[config.mk]
export PLATFORM = sky130hd
export DESIGN_NAME = reload_timer_timebase_pwm
export DESIGN_NICKNAME = d
export VERILOG_FILES = /design/src/include/timer_pkg.sv /design/src/core/reload_counter.sv /design/src/core/reload_timer_timebase_pwm.sv
export SDC_FILE = /design/constraint.sdc
export NUM_CORES = 1
export LEC_CHECK = 0
export ABC_AREA = 1
export BUFFER_PORTS_ARGS = -buffer_cell sky130_fd_sc_hd__buf_2
export CORE_AREA = 5 5 167 169
export CTS_CLUSTER_DIAMETER = 150
export DETAILED_ROUTE_END_ITERATION = 8
export DIE_AREA = 0 0 172 174
export GPL_ROUTABILITY_DRIVEN = 1
export HOLD_SLACK_MARGIN = 0.05
export PLACE_DENSITY = 0.76
export SLEW_MARGIN = 20
export SYNTH_ARGS = -nofsm -noshare
export SYNTH_HDL_FRONTEND = slang
export SYNTH_HIERARCHICAL = 1
export SYNTH_SLANG_ARGS = --single-unit
[constraint.sdc]
create_clock -name ref_clk -period 1.5 [get_ports ref_clk]
set_input_delay 0 -clock ref_clk [delete_from_list [all_inputs] [get_ports ref_clk]]
set_output_delay 0 -clock ref_clk [all_outputs]
set_load 0.05 [all_outputs]
[src/include/timer_pkg.sv]
// Purpose: Shared constants and carrier types for the timer, PWM and timebase unit.
// Assumes: One system clock at 20 MHz; 32768 Hz oscillator arrives as a plain pin.
// Notes: The full-power cycle count is derived here from the printed time and the clock rate.
`default_nettype none
package timer_pkg;

   localparam int NUM_TIMERS = 5;
   localparam int CNT_W = 16;
   localparam logic [CNT_W-1:0] CNT_MAX = 16'hFFFF;
   localparam logic [CNT_W-1:0] CNT_RESET = 16'h0000;
   localparam logic [CNT_W-1:0] PRESET_RESET = 16'h0000;

   // PWM duty limits in 256ths of a period
   localparam int PWM_W = 8;
   localparam logic [PWM_W-1:0] PWM_DUTY_MIN = 8'h01;
   localparam logic [PWM_W-1:0] PWM_DUTY_MAX = 8'hFE;
   localparam logic [PWM_W-1:0] PWM_RESET = 8'h00;

   // Timebase divider: tick n fires when the low TB_DIV_BITS[n] bits are all ones
   localparam int TB_W = 14;
   localparam int TB_NUM = 6;
   localparam int TB_DIV_BITS [TB_NUM] = '{3, 4, 6, 9, 11, 14};
   localparam logic [TB_W-1:0] TB_RESET = 14'h0000;
   localparam logic [2:0] TB_SEL_4K = 3'h0;
   localparam logic [2:0] TB_SEL_2K = 3'h1;
   localparam logic [2:0] TB_SEL_512 = 3'h2;
   localparam logic [2:0] TB_SEL_64 = 3'h3;
   localparam logic [2:0] TB_SEL_16 = 3'h4;
   localparam logic [2:0] TB_SEL_2 = 3'h5;
   localparam int TB_IDX_2HZ = 5;

   // Oscillator full-power window
   localparam longint SYS_CLK_HZ = 20_000_000;
   localparam longint FULL_POWER_TIME_MS = 7500;
   localparam longint FULL_POWER_CYCLES = (FULL_POWER_TIME_MS * SYS_CLK_HZ) / 1000;
   localparam int FP_W = 28;

   typedef struct packed {
      logic run;     // Counter advances every clock
      logic irq_en;  // Overflow may raise a request
   } timer_ctrl_t;

   typedef struct packed {
      logic en;        // Line enabled
      logic [2:0] sel; // Which timebase tick drives it
   } tb_sel_t;

endpackage
`default_nettype wire

[src/core/reload_counter.sv]
// Purpose: One sixteen-bit auto-reload up-counter with its own preset register.
// Assumes: Preset writes and run come from logic on the same clock.
// Notes: Overflow pulse is registered, one cycle per wrap.
`timescale 1ns/1ps
`default_nettype none
module reload_counter (
   input wire logic ref_clk,                            // System clock
   input wire logic rst_n,                              // Async reset, active low
   input wire logic run,                                // Count enable level
   input wire logic preset_wr,                          // One-cycle preset write strobe
   input wire logic [timer_pkg::CNT_W-1:0] preset_wdata, // Preset write data
   output logic [timer_pkg::CNT_W-1:0] count_q,         // Running count
   output logic [timer_pkg::CNT_W-1:0] preset_q,        // Stored preset
   output logic ovf_q                                   // One-cycle overflow pulse
);

   logic [timer_pkg::CNT_W-1:0] count_d;
   logic wrap;

   // Wrap detect and next count
   assign wrap = run && (count_q == timer_pkg::CNT_MAX);
   always_comb begin
      if (wrap) begin
         count_d = preset_q;
      end else if (run) begin
         count_d = count_q + 16'h0001;
      end else begin
         count_d = count_q;
      end
   end

   // Running count
   always_ff @(posedge ref_clk or negedge rst_n) begin
      if (!rst_n) begin
         count_q <= timer_pkg::CNT_RESET;
      end else begin
         count_q <= count_d;
      end
   end

   // Preset kept apart so a write never disturbs the live count
   always_ff @(posedge ref_clk or negedge rst_n) begin
      if (!rst_n) begin
         preset_q <= timer_pkg::PRESET_RESET;
      end else if (preset_wr) begin
         preset_q <= preset_wdata;
      end
   end

   // Overflow pulse
   always_ff @(posedge ref_clk or negedge rst_n) begin
      if (!rst_n) begin
         ovf_q <= 1'b0;
      end else begin
         ovf_q <= wrap;
      end
   end

endmodule // reload_counter
`default_nettype wire

[src/core/reload_timer_timebase_pwm.sv]
// Purpose: Five reload timers, one duty PWM, oscillator timebase and oscillator power control.
// Assumes: osc_32k_in is the 32768 Hz oscillator as a pin, well below the 20 MHz clock.
// Notes: Interrupt outputs are one-cycle requests; latching belongs to the interrupt controller.
`timescale 1ns/1ps
`default_nettype none
module reload_timer_timebase_pwm #(
   parameter longint FULL_POWER_CYCLES = timer_pkg::FULL_POWER_CYCLES // Full-power window length
) (
   input wire logic ref_clk,                                         // System clock, 20 MHz
   input wire logic rst_n,                                           // Async reset, active low
   input wire timer_pkg::timer_ctrl_t [timer_pkg::NUM_TIMERS-1:0] timer_ctrl, // Per-timer run and enable
   input wire logic [timer_pkg::NUM_TIMERS-1:0] preset_wr,           // Per-timer preset write strobes
   input wire logic [timer_pkg::CNT_W-1:0] preset_wdata,             // Shared preset write data
   output logic [timer_pkg::NUM_TIMERS-1:0][timer_pkg::CNT_W-1:0] timer_count, // Live counts
   output logic [timer_pkg::NUM_TIMERS-1:0][timer_pkg::CNT_W-1:0] timer_preset, // Stored presets
   output logic [timer_pkg::NUM_TIMERS-1:0] timer_irq,               // Overflow requests, pulses
   input wire logic pwm_en,                                          // PWM enable level
   input wire logic [timer_pkg::PWM_W-1:0] pwm_duty,                 // Duty in 256ths
   output logic pwm_out,                                             // PWM pin drive
   input wire logic osc_32k_in,                                      // 32768 Hz oscillator pin
   input wire timer_pkg::tb_sel_t tb_sel_a,                          // Tick choice, line a
   input wire timer_pkg::tb_sel_t tb_sel_b,                          // Tick choice, line b
   output logic timebase_tick_irq_a,                                 // Timebase request, line a
   output logic timebase_tick_irq_b,                                 // Timebase request, line b
   output logic rtc_wake,                                            // Half-second wake pulse
   input wire logic osc_auto_save,                                   // Auto power-saving mode
   output logic osc_low_power                                        // Oscillator low-power select
);

   // ------------------------------------------------------------------
   // Reload timers
   // ------------------------------------------------------------------
   logic [timer_pkg::NUM_TIMERS-1:0] ovf;
   logic [timer_pkg::NUM_TIMERS-1:0] timer_irq_d;

   // One counter per channel, all identical
   genvar gi;
   generate
      for (gi = 0; gi < timer_pkg::NUM_TIMERS; gi++) begin : g_timer
         reload_counter u_cnt (
            .ref_clk(ref_clk),
            .rst_n(rst_n),
            .run(timer_ctrl[gi].run),
            .preset_wr(preset_wr[gi]),
            .preset_wdata(preset_wdata),
            .count_q(timer_count[gi]),
            .preset_q(timer_preset[gi]),
            .ovf_q(ovf[gi])
         );
         // Request gated by its own enable in the cycle after the wrap, while ovf is high
         assign timer_irq_d[gi] = ovf[gi] && timer_ctrl[gi].irq_en;
      end
   endgenerate

   // Registered request so the pin is a clean flop output
   always_ff @(posedge ref_clk or negedge rst_n) begin
      if (!rst_n) begin
         timer_irq <= '0;
      end else begin
         timer_irq <= timer_irq_d;
      end
   end

   // ------------------------------------------------------------------
   // Duty PWM
   // ------------------------------------------------------------------
   logic [timer_pkg::PWM_W-1:0] pwm_cnt_q;
   logic [timer_pkg::PWM_W-1:0] duty_lim;
   logic [timer_pkg::PWM_W-1:0] duty_q;

   // Out-of-range duty codes are clamped, so the pin never sits flat
   always_comb begin
      if (pwm_duty < timer_pkg::PWM_DUTY_MIN) begin
         duty_lim = timer_pkg::PWM_DUTY_MIN;
      end else if (pwm_duty > timer_pkg::PWM_DUTY_MAX) begin
         duty_lim = timer_pkg::PWM_DUTY_MAX;
      end else begin
         duty_lim = pwm_duty;
      end
   end

   // Period counter, 256 clocks per period
   always_ff @(posedge ref_clk or negedge rst_n) begin
      if (!rst_n) begin
         pwm_cnt_q <= timer_pkg::PWM_RESET;
      end else if (pwm_en) begin
         pwm_cnt_q <= pwm_cnt_q + 8'h01;
      end else begin
         pwm_cnt_q <= timer_pkg::PWM_RESET;
      end
   end

   // Duty taken at period start, and every clock while disabled, avoiding glitched periods
   always_ff @(posedge ref_clk or negedge rst_n) begin
      if (!rst_n) begin
         duty_q <= timer_pkg::PWM_DUTY_MIN;
      end else if (pwm_cnt_q == 8'hFF || !pwm_en) begin
         duty_q <= duty_lim;
      end
   end

   // Output high for duty_q counts of each period
   always_ff @(posedge ref_clk or negedge rst_n) begin
      if (!rst_n) begin
         pwm_out <= 1'b0;
      end else begin
         pwm_out <= pwm_en && (pwm_cnt_q < duty_q);
      end
   end

   // ------------------------------------------------------------------
   // Oscillator input and timebase divider
   // ------------------------------------------------------------------
   logic osc_sync1_q;
   logic osc_sync2_q;
   logic osc_prev_q;
   logic osc_rise;
   logic [timer_pkg::TB_W-1:0] tb_div_q;
   logic [timer_pkg::TB_NUM-1:0] tb_tick;

   // Two-stage synchroniser; only the second stage is looked at
   always_ff @(posedge ref_clk or negedge rst_n) begin
      if (!rst_n) begin
         osc_sync1_q <= 1'b0;
         osc_sync2_q <= 1'b0;
         osc_prev_q <= 1'b0;
      end else begin
         osc_sync1_q <= osc_32k_in;
         osc_sync2_q <= osc_sync1_q;
         osc_prev_q <= osc_sync2_q;
      end
   end

   assign osc_rise = osc_sync2_q && !osc_prev_q;

   // Free-running divider, one step per oscillator rising edge
   always_ff @(posedge ref_clk or negedge rst_n) begin
      if (!rst_n) begin
         tb_div_q <= timer_pkg::TB_RESET;
      end else if (osc_rise) begin
         tb_div_q <= tb_div_q + 14'h0001;
      end
   end

   // Tick n when the low bits roll over: 32768 / 2^bits Hz
   genvar gt;
   generate
      for (gt = 0; gt < timer_pkg::TB_NUM; gt++) begin : g_tick
         assign tb_tick[gt] = osc_rise && (&tb_div_q[timer_pkg::TB_DIV_BITS[gt]-1:0]);
      end
   endgenerate

   // Source selection for one line; unused codes select nothing
   function automatic logic tb_pick(input timer_pkg::tb_sel_t s, input logic [timer_pkg::TB_NUM-1:0] t);
      logic r;
      r = 1'b0;
      if (s.en) begin
         case (s.sel)
            timer_pkg::TB_SEL_4K: r = t[0];
            timer_pkg::TB_SEL_2K: r = t[1];
            timer_pkg::TB_SEL_512: r = t[2];
            timer_pkg::TB_SEL_64: r = t[3];
            timer_pkg::TB_SEL_16: r = t[4];
            timer_pkg::TB_SEL_2: r = t[5];
            default: r = 1'b0;
         endcase
      end
      return r;
   endfunction

   // Timebase requests on the two lines
   always_ff @(posedge ref_clk or negedge rst_n) begin
      if (!rst_n) begin
         timebase_tick_irq_a <= 1'b0;
         timebase_tick_irq_b <= 1'b0;
      end else begin
         timebase_tick_irq_a <= tb_pick(tb_sel_a, tb_tick);
         timebase_tick_irq_b <= tb_pick(tb_sel_b, tb_tick);
      end
   end

   // Half-second event, always on, used to wake the CPU
   always_ff @(posedge ref_clk or negedge rst_n) begin
      if (!rst_n) begin
         rtc_wake <= 1'b0;
      end else begin
         rtc_wake <= tb_tick[timer_pkg::TB_IDX_2HZ];
      end
   end

   // ------------------------------------------------------------------
   // Oscillator power control
   // ------------------------------------------------------------------
   localparam logic [timer_pkg::FP_W-1:0] FP_LAST = timer_pkg::FP_W'(FULL_POWER_CYCLES - 1);
   logic [timer_pkg::FP_W-1:0] fp_cnt_q;
   logic fp_done_q;

   // Window counted from reset in system clocks; saturates once over
   always_ff @(posedge ref_clk or negedge rst_n) begin
      if (!rst_n) begin
         fp_cnt_q <= '0;
         fp_done_q <= 1'b0;
      end else if (!fp_done_q) begin
         if (fp_cnt_q == FP_LAST) begin
            fp_done_q <= 1'b1;
         end else begin
            fp_cnt_q <= fp_cnt_q + 28'h0000001;
         end
      end
   end

   // Normal mode never drops power; window runs regardless of mode
   always_ff @(posedge ref_clk or negedge rst_n) begin
      if (!rst_n) begin
         osc_low_power <= 1'b0;
      end else begin
         osc_low_power <= osc_auto_save && fp_done_q;
      end
   end

endmodule // reload_timer_timebase_pwm
`default_nettype wire

# After elaboration in Yosys (flattened, before gate mapping)
# Index checks and enable logic that the tools add are counted.
# totals
register_bits	237
in_bits	52
out_inout_bits	170
wordCells	114
# classes
addsub	8
order_cmp	3
n_eq_ne	17
mux	19
n_bitwise	2
reduce_logical	36
# ops
cell	count
16-bit two-way mux	10
16-bit by 1-bit adder with 16-bit output, second input constant	5
16-bit == test, second input constant	5
28-bit by 1-bit adder with 28-bit output, second input constant	1
28-bit == test, second input constant	1
8-bit two-way mux	3
1-bit logical AND	19
14-bit by 1-bit adder with 14-bit output, second input constant	1
14-bit AND reduction	1
3-bit by 2-bit == test with 1-bit output, second input constant	4
3-bit == test, second input constant	4
1-bit one-hot mux with 6 select lines	2
11-bit AND reduction	1
2-bit nonzero test	5
9-bit AND reduction	1
8-bit by 1-bit adder with 8-bit output, second input constant	1
8-bit == test, second input constant	1
8-bit > comparator, second input constant	1
8-bit by 1-bit less-than comparator with 1-bit output, second input constant	1
8-bit less-than comparator	1
3-bit by 1-bit == test with 1-bit output, second input constant	2
3-bit zero test	2
6-bit AND reduction	1
1-bit two-way mux	4
6 further kinds	8

# Logic depth before layout (Yosys ltp)
# Gate-level depths: netlist of the first run.
# logic_depth
depth_word	5
mapped_depth	12
ltp_nobuf	12

# By module
# Netlist of the first run, hierarchy kept.
# by_module_without_submodules
module	instances	cells_each	area_per_inst_um2	seq_area_each_um2
reload_counter	5	238	1866.8	825.8
reload_timer_timebase_pwm	1	563	4035.1	1803.0

# Worst setup path after synthesis of the first run
# Ideal clock, no wire load.
# synth_timing
path_type	register -> register
start	register g_timer[0].u_cnt/count_q[1] (netlist bit)
end	register g_timer[0].u_cnt/count_q[15] (netlist bit)
setup_ps	118
arrival_time_ps	1667
required_ps	1382
setup_slack_ps	-285
path_stages_with_launch	11
path_buffers	0
synth_period_minus_slack_ps	1785
cell_sequence	dfrtp_1 -> ha_1 -> nand2_1 -> nor2_1 -> nand2_4 -> nor2_8 -> nand3_1 -> nand2_1 -> inv_1 -> nand2_1 -> nand2_1
# synth_via
elab_chain_cells	3
elab_cells_between_ends	6
classes_between	add/sub: 1; eq/ne: 1; mux: 2; reduce/logical: 2
# synth_lines
element	line_no	source
start: declaration	reload_counter.sv:12	output logic [timer_pkg::CNT_W-1:0] count_q,
start signal: assignment	reload_counter.sv:35	count_q <= timer_pkg::CNT_RESET;
start signal: assignment	reload_counter.sv:37	count_q <= count_d;
16-bit by 1-bit adder with 16-bit output / 16-bit == test (equally long branches)	reload_counter.sv:26, reload_counter.sv:21	
16-bit two-way mux / 1-bit logical AND (equally long branches)	reload_counter.sv:25, reload_counter.sv:21	
16-bit two-way mux / 2-bit nonzero test (equally long branches)	n/a	
# Several ways; a longest one is shown, not always the timed one. The select of a mux whose other input is x is not followed.
# A chain may end at the register's enable or synchronous reset.

# Final worst setup path of the first run
# layout_timing
start	register fp_cnt_q[6] (netlist bit)
end	register fp_cnt_q[5] (netlist bit)
# layout_via
elab_chain_cells	3
# layout_lines
element	line_no	source
start: declaration	reload_timer_timebase_pwm.sv:195	logic [timer_pkg::FP_W-1:0] fp_cnt_q;
start signal: assignment	reload_timer_timebase_pwm.sv:207	fp_cnt_q <= fp_cnt_q + 28'h0000001;
28-bit == test	reload_timer_timebase_pwm.sv:204	if (fp_cnt_q == FP_LAST) begin
1-bit inverter (no line)	n/a	
2-bit AND reduction (no line)	n/a	
# No other way between the ends.

==> flow_summary.toml, run 1 <==
[die]
coreArea_um2 = 26430
start_util_pct = 50.59
dieArea_um2 = 29930
num_io_pins = 222
rows = 60
die_x_um = 172
fp.dieH_um = 174

[run]
maxCapViolCount = 0

[sta]
finalClockSkew_ns = 0.009891
setup-violations-final = 33
slew_violations = 0
fmax_ghz = 0.6394
min_period_over_period_pct = 104.3
maxSlewHeadroom_pct = 69.74
fin_ws_ns = -0.06406
tightest_slew_ns = 0.4535
hold_viol_final = 0
period_needed_ns = 1.564
grt_setup_unrepaired = "true"

[synth]
ys_async_sr_fraction_pct = 100.0
synthesis.nets = 1822
synth_top_area_cell = "dfrtp_1"
yosysSeqAreaShare_pct = 44.37
syn_inst = 1753
ys_warn_count = 6
netlist_area_um2 = 13370
synth_top_area_share_pct = 44.17
synth_common_cells = "nand2_1, dfrtp_1, inv_1"
synth_seq_cells = 237
synth_edf_count = 0
ys_types = 34
syn_area_per_cell_um2 = 7.626
synthMostInstantiatedCell = "nand2_1"
synth.area.top_cells = "dfrtp_1, nand2_1, nand3_1"
synth_ff_type = "dfrtp_1"

[detailed_routing]
viasPerCell = 5.291
drt-wirelength-per-cell_um = 16.89
drcViolationCount = 0
firstDrtPassIters = 5
num_vias = 13340
route.met3.wl_um = 3035
drt_first_iter_violations = 1018
highest-signal-layer = "met4"
met1_length_um = 17440
wirelength_um = 42580
postRouteAntennaNets = 0
wl_met2_um = 20360

[worst_setup_path]
start_kind = "flop"
rrSetupSlack_ns = -0.06
r2r_start = "fp_cnt_q[6]"
arrival_ns = 2.04
r2r_end = "fp_cnt_q[5]"
crit_type = "flop to flop"
crit_start = "fp_cnt_q[6]"
required_ns = 1.98
critPathMaxFanout = 8
cp-endpoint = "fp_cnt_q[5]"
r2r_cells = 11
end_kind = "flop"

[run_status]
violations = "negative setup slack"
status = "finished, violations left"

[place]
dpl.hpwl_um = 28300
pre_cts_ws_ns = -0.2026
placed_area_um2 = 15670
place.gp.congestion = 0.9271
io_buffers = 221

[finish]
drive_above_1_share_pct = 38.03
n_fill_cell = 1969
ff_latch_area_um2 = 6038
design_area_um2 = 18500
utilization_pct = 70.00
multi_input_area_um2 = 7413
area_delta_synth_final_pct = 38.36
n_antenna_cell = 0
nets = 2227

[cts]
cts_buffer_depth = 3
cts_tree = "yes"
clock_latency_ns = 0.54
cts_root_buf = "clkbuf_16"
cts_buffers = 28
cts.htree.levels = 1
clk_pin_slew_ns = 0.06
clock_sinks = 237

[grt]
antenna_found_initial = 1
grt_pass1_vias = 12790
grt-ovfl-total = 0
grt_pass1_wl_um = 65020
grt_max_degree = 48
track_usage_pct = 26.60

[power_and_ir_drop]
totalPowerFinal_mw = 22.72
peakVddDrop_mv = 1.103
power.density_nw_per_um2 = 1228
p_leak_nw = 9.345

[worst_hold_path]
hold_path_depth = 2
hold_path_class = "primary input to flop"
[routing by layer]
metal | vias to the layer above | GRT usage (%)
li1 | 6346 | -
met1 | 6373 | 35.55
met2 | 503 | 43.55
met3 | 117 | 4.867
met4 | 0 | 9.040
met5 | - | 0
[per-stage QoR]
stage	instances	TNS (ns)	hold slack (ns)
3_3_place_gp	2352	-3.506	-0.05452
3_5_place_dp	2352	-5.786	-0.05818
4_1_cts	2469	-0.04603	-0.2752
2_1_floorplan	1753	-0.3642	-0.2956
6_report	2521	-1.138	0.1334
5_1_grt	2521	-6.954	0.1255
[report_power, final]
group	internal, mW	switching, mW
registers	7.30	1.19
logic	2.14	4.98
clock network	4.35	2.77
[kinds of logic (layout without fill, tap and decap cells)]
kind of cell	after synthesis	count (layout)	synth area share, %
and+or+nand+nor	1068	1069	35.78
DFF	237	237	44.37
buffers and inverters	235	661	7.487
AOI/OAI and AO/OA	111	111	4.548
xor gates and xnor gates	50	50	3.276
muxes	35	35	2.948
adders and majority gates	17	17	1.591
[how the worst min path moves through the flow]
stage / from / endpoint / slack (ns)
after floorplan: rst_n / duty_q[1] / -0.30
after global placement: rst_n / g_timer[4].u_cnt/count_q[8] / -0.05
after detailed placement: rst_n / fp_cnt_q[16] / -0.06
after CTS: tb_sel_a[1] / timebase_tick_irq_a / -0.28
after global routing: osc_32k_in / osc_sync1_q / 0.13
final: osc_32k_in / osc_sync1_q / 0.13
[state kept, by name, summed over array words and instances, names as in the netlist]
register and flops:
pwm_out 1, osc_sync2_q 1, g_timer.u_cnt/ovf_q 5, fp_done_q 1, timer_irq 5, osc_prev_q 1, fp_cnt_q 28, g_timer.u_cnt/preset_q 80
duty_q 8, rtc_wake 1, timebase_tick_irq_b 1, osc_low_power 1, osc_sync1_q 1, pwm_cnt_q 8, g_timer.u_cnt/count_q 80, timebase_tick_irq_a 1
tb_div_q 14
[critical path, stage by stage (launching register included)]
cell      delay, ns
dfrtp_1        0.39
buf_6          0.12
inv_2          0.02
nor2_1         0.09
nand2_1        0.08
nor2_2         0.12
nand2_2        0.11
o21bai_4       0.18
buf_6          0.14
buf_12         0.13
nand2_2        0.05
nand2_1        0.06
[placed cells by master, fill, tap and decap left out, drive strengths merged]
cell type | netlist | final
nand2 | 661 | 661
buf | 20 | 358
dfrtp | 236 | 236
inv | 194 | 195
nor2 | 183 | 184
nand3 | 177 | 177
o21ai | 82 | 82
dlygate4sd3 | 0 | 55
clkbuf | 21 | 40
mux2 | 35 | 35
nand4 | 32 | 32
xor2 | 31 | 31
a21oi | 22 | 22
xnor2 | 19 | 19
ha | 17 | 17
nand3b | 8 | 8
clkinv | 0 | 7
a31oi | 5 | 5
bufinv | 0 | 3
clkinvlp | 0 | 3
nor3 | 3 | 3
or2 | 2 | 2
nor2b | 2 | 2
a211oi | 1 | 1
o21bai | 1 | 1
dfstp | 1 | 1
[what timing repair did]
action,CTS,global route
setup endpoints to repair,42,105
hold endpoints to repair,422,1
hold buffers,51,4
pin swaps,13,104
gates resized for setup,14,210
cloned,1,2
setup buffers,13,49
[cell type report]
cell class | count | share of cell area, %
timing repair buffer | 415 | 15.72
sequential | 237 | 32.64
clock buffer | 38 | 4.430
multi-input combinational | 1282 | 40.08
clock inverter | 14 | 0.8861
inverter | 194 | 3.937
tap | 341 | 2.307
No activity file was read; power rests on OpenSTA's default activity.
==> inputs of run 2 (changes only) <==
--- a/config.mk
+++ b/config.mk
@@ -7,13 +7,13 @@
 export LEC_CHECK = 0
 export ABC_AREA = 1
 export BUFFER_PORTS_ARGS = -buffer_cell sky130_fd_sc_hd__buf_2
-export CORE_AREA = 5 5 167 169
+export CORE_AREA = 5 5 162 164
 export CTS_CLUSTER_DIAMETER = 150
 export DETAILED_ROUTE_END_ITERATION = 8
-export DIE_AREA = 0 0 172 174
+export DIE_AREA = 0 0 167 169
 export GPL_ROUTABILITY_DRIVEN = 1
 export HOLD_SLACK_MARGIN = 0.05
-export PLACE_DENSITY = 0.76
+export PLACE_DENSITY = 0.86
 export SLEW_MARGIN = 20
 export SYNTH_ARGS = -nofsm -noshare
 export SYNTH_HDL_FRONTEND = slang
==> constraint.sdc (replaced) <==
create_clock -name ref_clk -period 1.6 [get_ports ref_clk]
set_input_delay 0 -clock ref_clk [delete_from_list [all_inputs] [get_ports ref_clk]]
set_output_delay 0 -clock ref_clk [all_outputs]
set_load 0.05 [all_outputs]
==> flow_summary.toml, run 2 (synthesis gave the netlist of run 1 again) <==
[finish]
n_antenna_cell = 0
final_common_cell = "nand2_1"
drive_above_1_share_pct = 28.82
area_delta_synth_final_pct = 32.98
finalNonFillerCells = 2502
nets = 2221
top_regs = "g_timer.u_cnt/count_q (80), g_timer.u_cnt/preset_q (80), fp_cnt_q (28)"
n_fill_cell = 1822
design_area_um2 = 17780
mostFrequentLayoutCells = "nand2_1, buf_2, dfrtp_1, inv_1, nand3_1"
utilization_pct = 71.84

[detailed_routing]
num_vias = 13780
drcViolationCount = 0
route.met3.wl_um = 4161
wl_met2_um = 20720
met1_length_um = 16750
highest-signal-layer = "met5"
firstDrtPassIters = 6
viasPerCell = 5.508
drt-wirelength-per-cell_um = 17.53
drt_first_iter_violations = 1305
postRouteAntennaNets = 0
wirelength_um = 43860

[power_and_ir_drop]
p_leak_nw = 9.200
p_sw_mw = 8.201
p_int_mw = 12.85
peakVddDrop_mv = 1.184
power.density_nw_per_um2 = 1184
p_seq_share_pct = 37.3
swShare_pct = 38.97
power.share.combinational_pct = 31.1
pwr-share-clk_pct = 31.6

[place]
dpl.hpwl_um = 28830
place.gp.congestion = 0.9857
placed_area_um2 = 15370
io_buffers = 221
place_inst = 2351
pre_cts_ws_ns = -0.3903

[sta]
fmax_ghz = 0.6051
slew_violations = 0
finalClockSkew_ns = 0.01753
maxSlewHeadroom_pct = 44.29
tightest_slew_ns = 0.8329
hold_viol_final = 0
min_period_over_period_pct = 103.3
grt_setup_unrepaired = "true"
holdWs_ns = 0.07554
setup-violations-final = 2
period_needed_ns = 1.653
fin_ws_ns = -0.05265

[run]
maxCapViolCount = 0

[run_status]
violations = "negative setup slack"
status = "finished, violations left"

[grt]
antenna_found_initial = 2
grt_pass1_wl_um = 68870
track_usage_pct = 29.64
grt_pass1_vias = 13490
grt_max_degree = 63
grt-ovfl-total = 0

[worst_setup_path]
start_kind = "flop"
path_cells = "ha_2, inv_2, nor2_4, nand2_2, buf_4, nor2_2, nand4_1, nand2_1, nor2b_1"
end_kind = "flop"
slowest_delay_ns = 0.37
critPathMaxFanout = 4
arrival_ns = 2.09
slowest_stage = "dfrtp_1"
required_ns = 2.04
r2r_cells = 9
crit_type = "flop to flop"

[die]
dieArea_um2 = 28220
rows = 58
fp.dieH_um = 169
num_io_pins = 222
die_x_um = 167
coreArea_um2 = 24750
start_util_pct = 54.02

[cts]
cts_buffers = 26
cts_tree = "yes"
clock_latency_ns = 0.54
clk_pin_slew_ns = 0.06
cts_root_buf = "clkbuf_16"
cts_buffer_depth = 3
clock_sinks = 237
cts.htree.levels = 1

[worst_hold_path]
hold_path_class = "primary input to asynchronous set/reset pin"
## run 2: cell types whose count changed in the layout (fill, tap and decap cells not counted), moves of 12 or more
cell	previous run	this run
nand2_1	551	619
dfrtp_1	151	207
dfrtp_2	85	29
nand2_2	83	28
nand3_1	123	155
nand3_2	47	19
nand2_4	27	14
dlygate4sd3_1	55	67
nor2_1	101	113
## run 2: layer usage
layer | GRT usage (%) | vias to the layer above
met5 | 0 | -
met4 | 13.13 | 2
met3 | 6.095 | 180
met2 | 49.44 | 759
met1 | 37.53 | 6508
li1 | - | 6331
## run 2: stage by stage
stage	TNS, ns	total power, mW
finish	-0.06994	21.05
detailed placement	-9.963	13.68
global placement	-7.300	13.52
global route	-2.600	21.97
floorplan	0	11.84
CTS	-0.01321	20.60
## run 2: layout make-up
cell class,count,area [um2],share of cell area (%)
Tap cell,330,412.9,2.322
Clock inverter,12,192.7,1.084
Multi-Input combinational cell,1283,6887,38.74
Timing Repair Buffer,410,2818,15.85
Clock buffer,36,769.5,4.328
Sequential cell,237,5968,33.57
Inverter,194,730.7,4.110
## run 2: power groups by stage
stage                     combinational [mW]  clock, mW  sequential (mW)
final                                   6.54       6.66             7.85
after global routing                    7.00       7.03             7.93
after CTS                               6.12       6.76             7.72
after global placement                  5.74          0             7.78
after detailed placement                5.87          0             7.81
after floorplan                         1.81          0             10.0
## run 2: final timing paths
path,start,to,slack [ns]
max,tb_div_q[1],timebase_tick_irq_a,-0.05
min,rst_n,timer_irq[1],0.08
max reg2reg,tb_div_q[1],timebase_tick_irq_a,-0.05
min reg2reg,osc_sync1_q,osc_sync2_q,0.36
max in group asynchronous,rst_n,duty_q[0],1.12
min in group ref_clk,osc_32k_in,osc_sync1_q,0.15
## run 2: critical path: cells and delay by family (launching register included)
family / cells / cell delay (ns)
buffers and inverters: 2 / 0.19
adder cells (fa/ha/maj): 1 / 0.21
flip-flops: 1 / 0.37
AND/OR/NAND/NOR: 6 / 0.81
## run 2: timing repair
action / in CTS / in global routing
buffers inserted: 4 / 28
hold endpoints to repair: 421 / 2
endpoints found under the setup margin: 38 / 109
hold buffers: 70 / 1
pin swaps: 6 / 51
gates resized for setup: 12 / 127
gates cloned: 1 / 2
==> inputs of run 3 (changes only) <==
--- a/config.mk
+++ b/config.mk
@@ -5,12 +5,11 @@
 export SDC_FILE = /design/constraint.sdc
 export NUM_CORES = 1
 export LEC_CHECK = 0
-export ABC_AREA = 1
 export BUFFER_PORTS_ARGS = -buffer_cell sky130_fd_sc_hd__buf_2
-export CORE_AREA = 5 5 162 164
+export CORE_AREA = 5 5 152 154
 export CTS_CLUSTER_DIAMETER = 150
 export DETAILED_ROUTE_END_ITERATION = 8
-export DIE_AREA = 0 0 167 169
+export DIE_AREA = 0 0 157 159
 export GPL_ROUTABILITY_DRIVEN = 1
 export HOLD_SLACK_MARGIN = 0.05
 export PLACE_DENSITY = 0.86
==> flow_summary.toml, run 3 <==
[place]
placed_area_um2 = 14090
place_inst = 1653
dpl.hpwl_um = 25070
pre_cts_ws_ns = -0.2552
place.gp.congestion = 0.9511
io_buffers = 221

[sta]
min_period_over_period_pct = 116.7
setup-violations-final = 23
finalClockSkew_ns = 0.01402
period_needed_ns = 1.866
fin_ws_ns = -0.2664
hold_viol_final = 0
maxSlewHeadroom_pct = 57.18
grt_setup_unrepaired = "true"
slew_violations = 0
tightest_slew_ns = 0.6402
fmax_ghz = 0.5358

[run_status]
violations = "negative setup slack"
status = "finished, violations left"

[finish]
drive_above_1_share_pct = 45.44
top_regs = "g_timer.u_cnt/count_q (80), g_timer.u_cnt/preset_q (80), fp_cnt_q (28)"
design_area_um2 = 15950
mostFrequentLayoutCells = "buf_2, dfrtp_1, buf_4, nand2_1, dfrtp_2"
n_fill_cell = 1405
area_delta_synth_final_pct = 37.04
utilization_pct = 73.99
finalNonFillerCells = 1776
final_common_cell = "buf_2"
nets = 1542

[power_and_ir_drop]
p_sw_mw = 9.082
power.density_nw_per_um2 = 1391
power.share.combinational_pct = 36.5
p_seq_share_pct = 36.4
p_leak_nw = 6.856
pwr-share-clk_pct = 27.1
swShare_pct = 40.94
peakVddDrop_mv = 0.8628
p_int_mw = 13.10

[grt]
grt_max_degree = 54
grt-ovfl-total = 0
grt_pass1_vias = 10640
antenna_found_initial = 3
track_usage_pct = 27.63
grt_pass1_wl_um = 56170

[die]
die_x_um = 157
coreArea_um2 = 21550
rows = 54
dieArea_um2 = 24960
start_util_pct = 53.99
fp.dieH_um = 159
num_io_pins = 222

[cts]
clk_pin_slew_ns = 0.06
cts_buffers = 25
clock_sinks = 237
cts.htree.levels = 1
clock_latency_ns = 0.53
cts_buffer_depth = 3
cts_tree = "yes"
cts_root_buf = "clkbuf_16"

[worst_setup_path]
r2r_cells = 4
path_cells = "or4b_4, nor4_4, a41oi_4, mux2_4"
crit_buf_inv = 0
critPathMaxFanout = 5
r2r_start = "fp_cnt_q[25]"
slowest_stage = "or4b_4"
start_kind = "flop"
arrival_ns = 2.27
slowest_delay_ns = 0.55
end_kind = "flop"
crit_type = "flop to flop"
r2r_end = "fp_cnt_q[1]"
path_delay_family = "simple AND/OR/NAND/NOR gates"
rrSetupSlack_ns = -0.27
required_ns = 2.00

[synth]
netlist_area_um2 = 11640
synthesis.nets = 1180
ys_async_sr_fraction_pct = 100.0
synth_ff_type = "dfrtp_1"
synth_seq_cells = 237
ys_types = 60
synth_top_area_cell = "dfrtp_1"
syn_inst = 1111
synth_common_cells = "dfrtp_1, nand3_1, nand2_1"
synthMostInstantiatedCell = "dfrtp_1"
synth_top_area_share_pct = 50.75
synth_edf_count = 0
syn_area_per_cell_um2 = 10.47
ys_warn_count = 6
synth.area.top_cells = "dfrtp_1, mux2_2, nand3_1"
yosysSeqAreaShare_pct = 50.98

[detailed_routing]
drt_first_iter_violations = 1021
num_vias = 10910
postRouteAntennaNets = 0
wirelength_um = 37160
firstDrtPassIters = 5
drcViolationCount = 0
drt-wirelength-per-cell_um = 20.92
viasPerCell = 6.141

[worst_hold_path]
hold_path_class = "primary input to flop"
hold_end = "osc_sync1_q"
holdCritStartpoint = "osc_32k_in"
hold_path_depth = 2

[run]
maxCapViolCount = 0
run 3: stage by stage:
stage | hold slack, ns | TNS [ns] | total power, mW
after floorplan | -0.2956 | -4.492 | 13.31
final | 0.1147 | -2.364 | 22.18
after detailed placement | -0.06771 | -1.440 | 15.57
after global placement | -0.06873 | -1.044 | 15.33
after global routing | 0.1232 | -4.212 | 23.10
after CTS | 0.09552 | -1.791 | 21.72
run 3: worst max-delay path by stage:
stage | start | end | slack (ns) | cells after the start
CTS | fp_cnt_q[18] | fp_cnt_q[1] | -0.27 | 4
global placement | fp_cnt_q[9] | fp_cnt_q[7] | -0.21 | 6
global route | fp_cnt_q[25] | fp_cnt_q[1] | -0.31 | 4
floorplan | fp_cnt_q[9] | fp_cnt_q[1] | -0.23 | 4
finish | fp_cnt_q[25] | fp_cnt_q[1] | -0.27 | 4
detailed placement | fp_cnt_q[25] | fp_cnt_q[7] | -0.26 | 6
run 3: logic make-up after synthesis:
| family | share of synthesized area, % |
|---|---|
| AO/OA/AOI/OAI | 13.17 |
| flip-flops | 50.98 |
| multiplexers | 8.355 |
| buffers and inverters | 3.753 |
| adder cells (fa/ha/maj) | 1.828 |
| AND/OR/NAND/NOR | 18.90 |
| XOR/XNOR | 3.011 |
run 3: what timing repair did:
| item | CTS | global route |
|---|---|---|
| setup buffers | 1 | 16 |
| gates resized for setup | 9 | 70 |
| endpoints found under the hold margin | 376 | 0 |
| setup endpoints to repair | 12 | 67 |
| pin swaps | 6 | 23 |
| hold buffers | 57 | 0 |
run 3: routing by layer:
layer / vias up / part of all wire, % / global-route usage (%)
met3: 126 / 9.4 / 6.741
met1: 5373 / 38 / 35.49
met2: 551 / 48 / 44.65
met4: 0 / 4.6 / 11.72
met5: - / 0 / 0
li1: 4856 / - / -
run 3: power by group through the flow:
| stage | Sequential, mW | Combinational, mW | Clock (mW) |
|---|---|---|---|
| after floorplan | 10.6 | 2.74 | 0 |
| after CTS | 7.99 | 7.64 | 6.09 |
| after global placement | 8.02 | 7.30 | 0 |
| final | 8.08 | 8.09 | 6.01 |
| after global routing | 8.19 | 8.55 | 6.36 |
| after detailed placement | 8.09 | 7.48 | 0 |
run 3: final cells by class:
cell class                 count  area [um2]  share of cell area (%)
sequential                   237        6031                   37.82
multi-input combinational    783        5979                   37.50
timing repair buffer         390        2599                   16.30
clock buffer                  33       665.6                   4.174
tap                          280       350.3                   2.197
clock inverter                13       176.4                   1.106
inverter                      36       135.1                  0.8474
antenna                        4       10.01                 0.06277
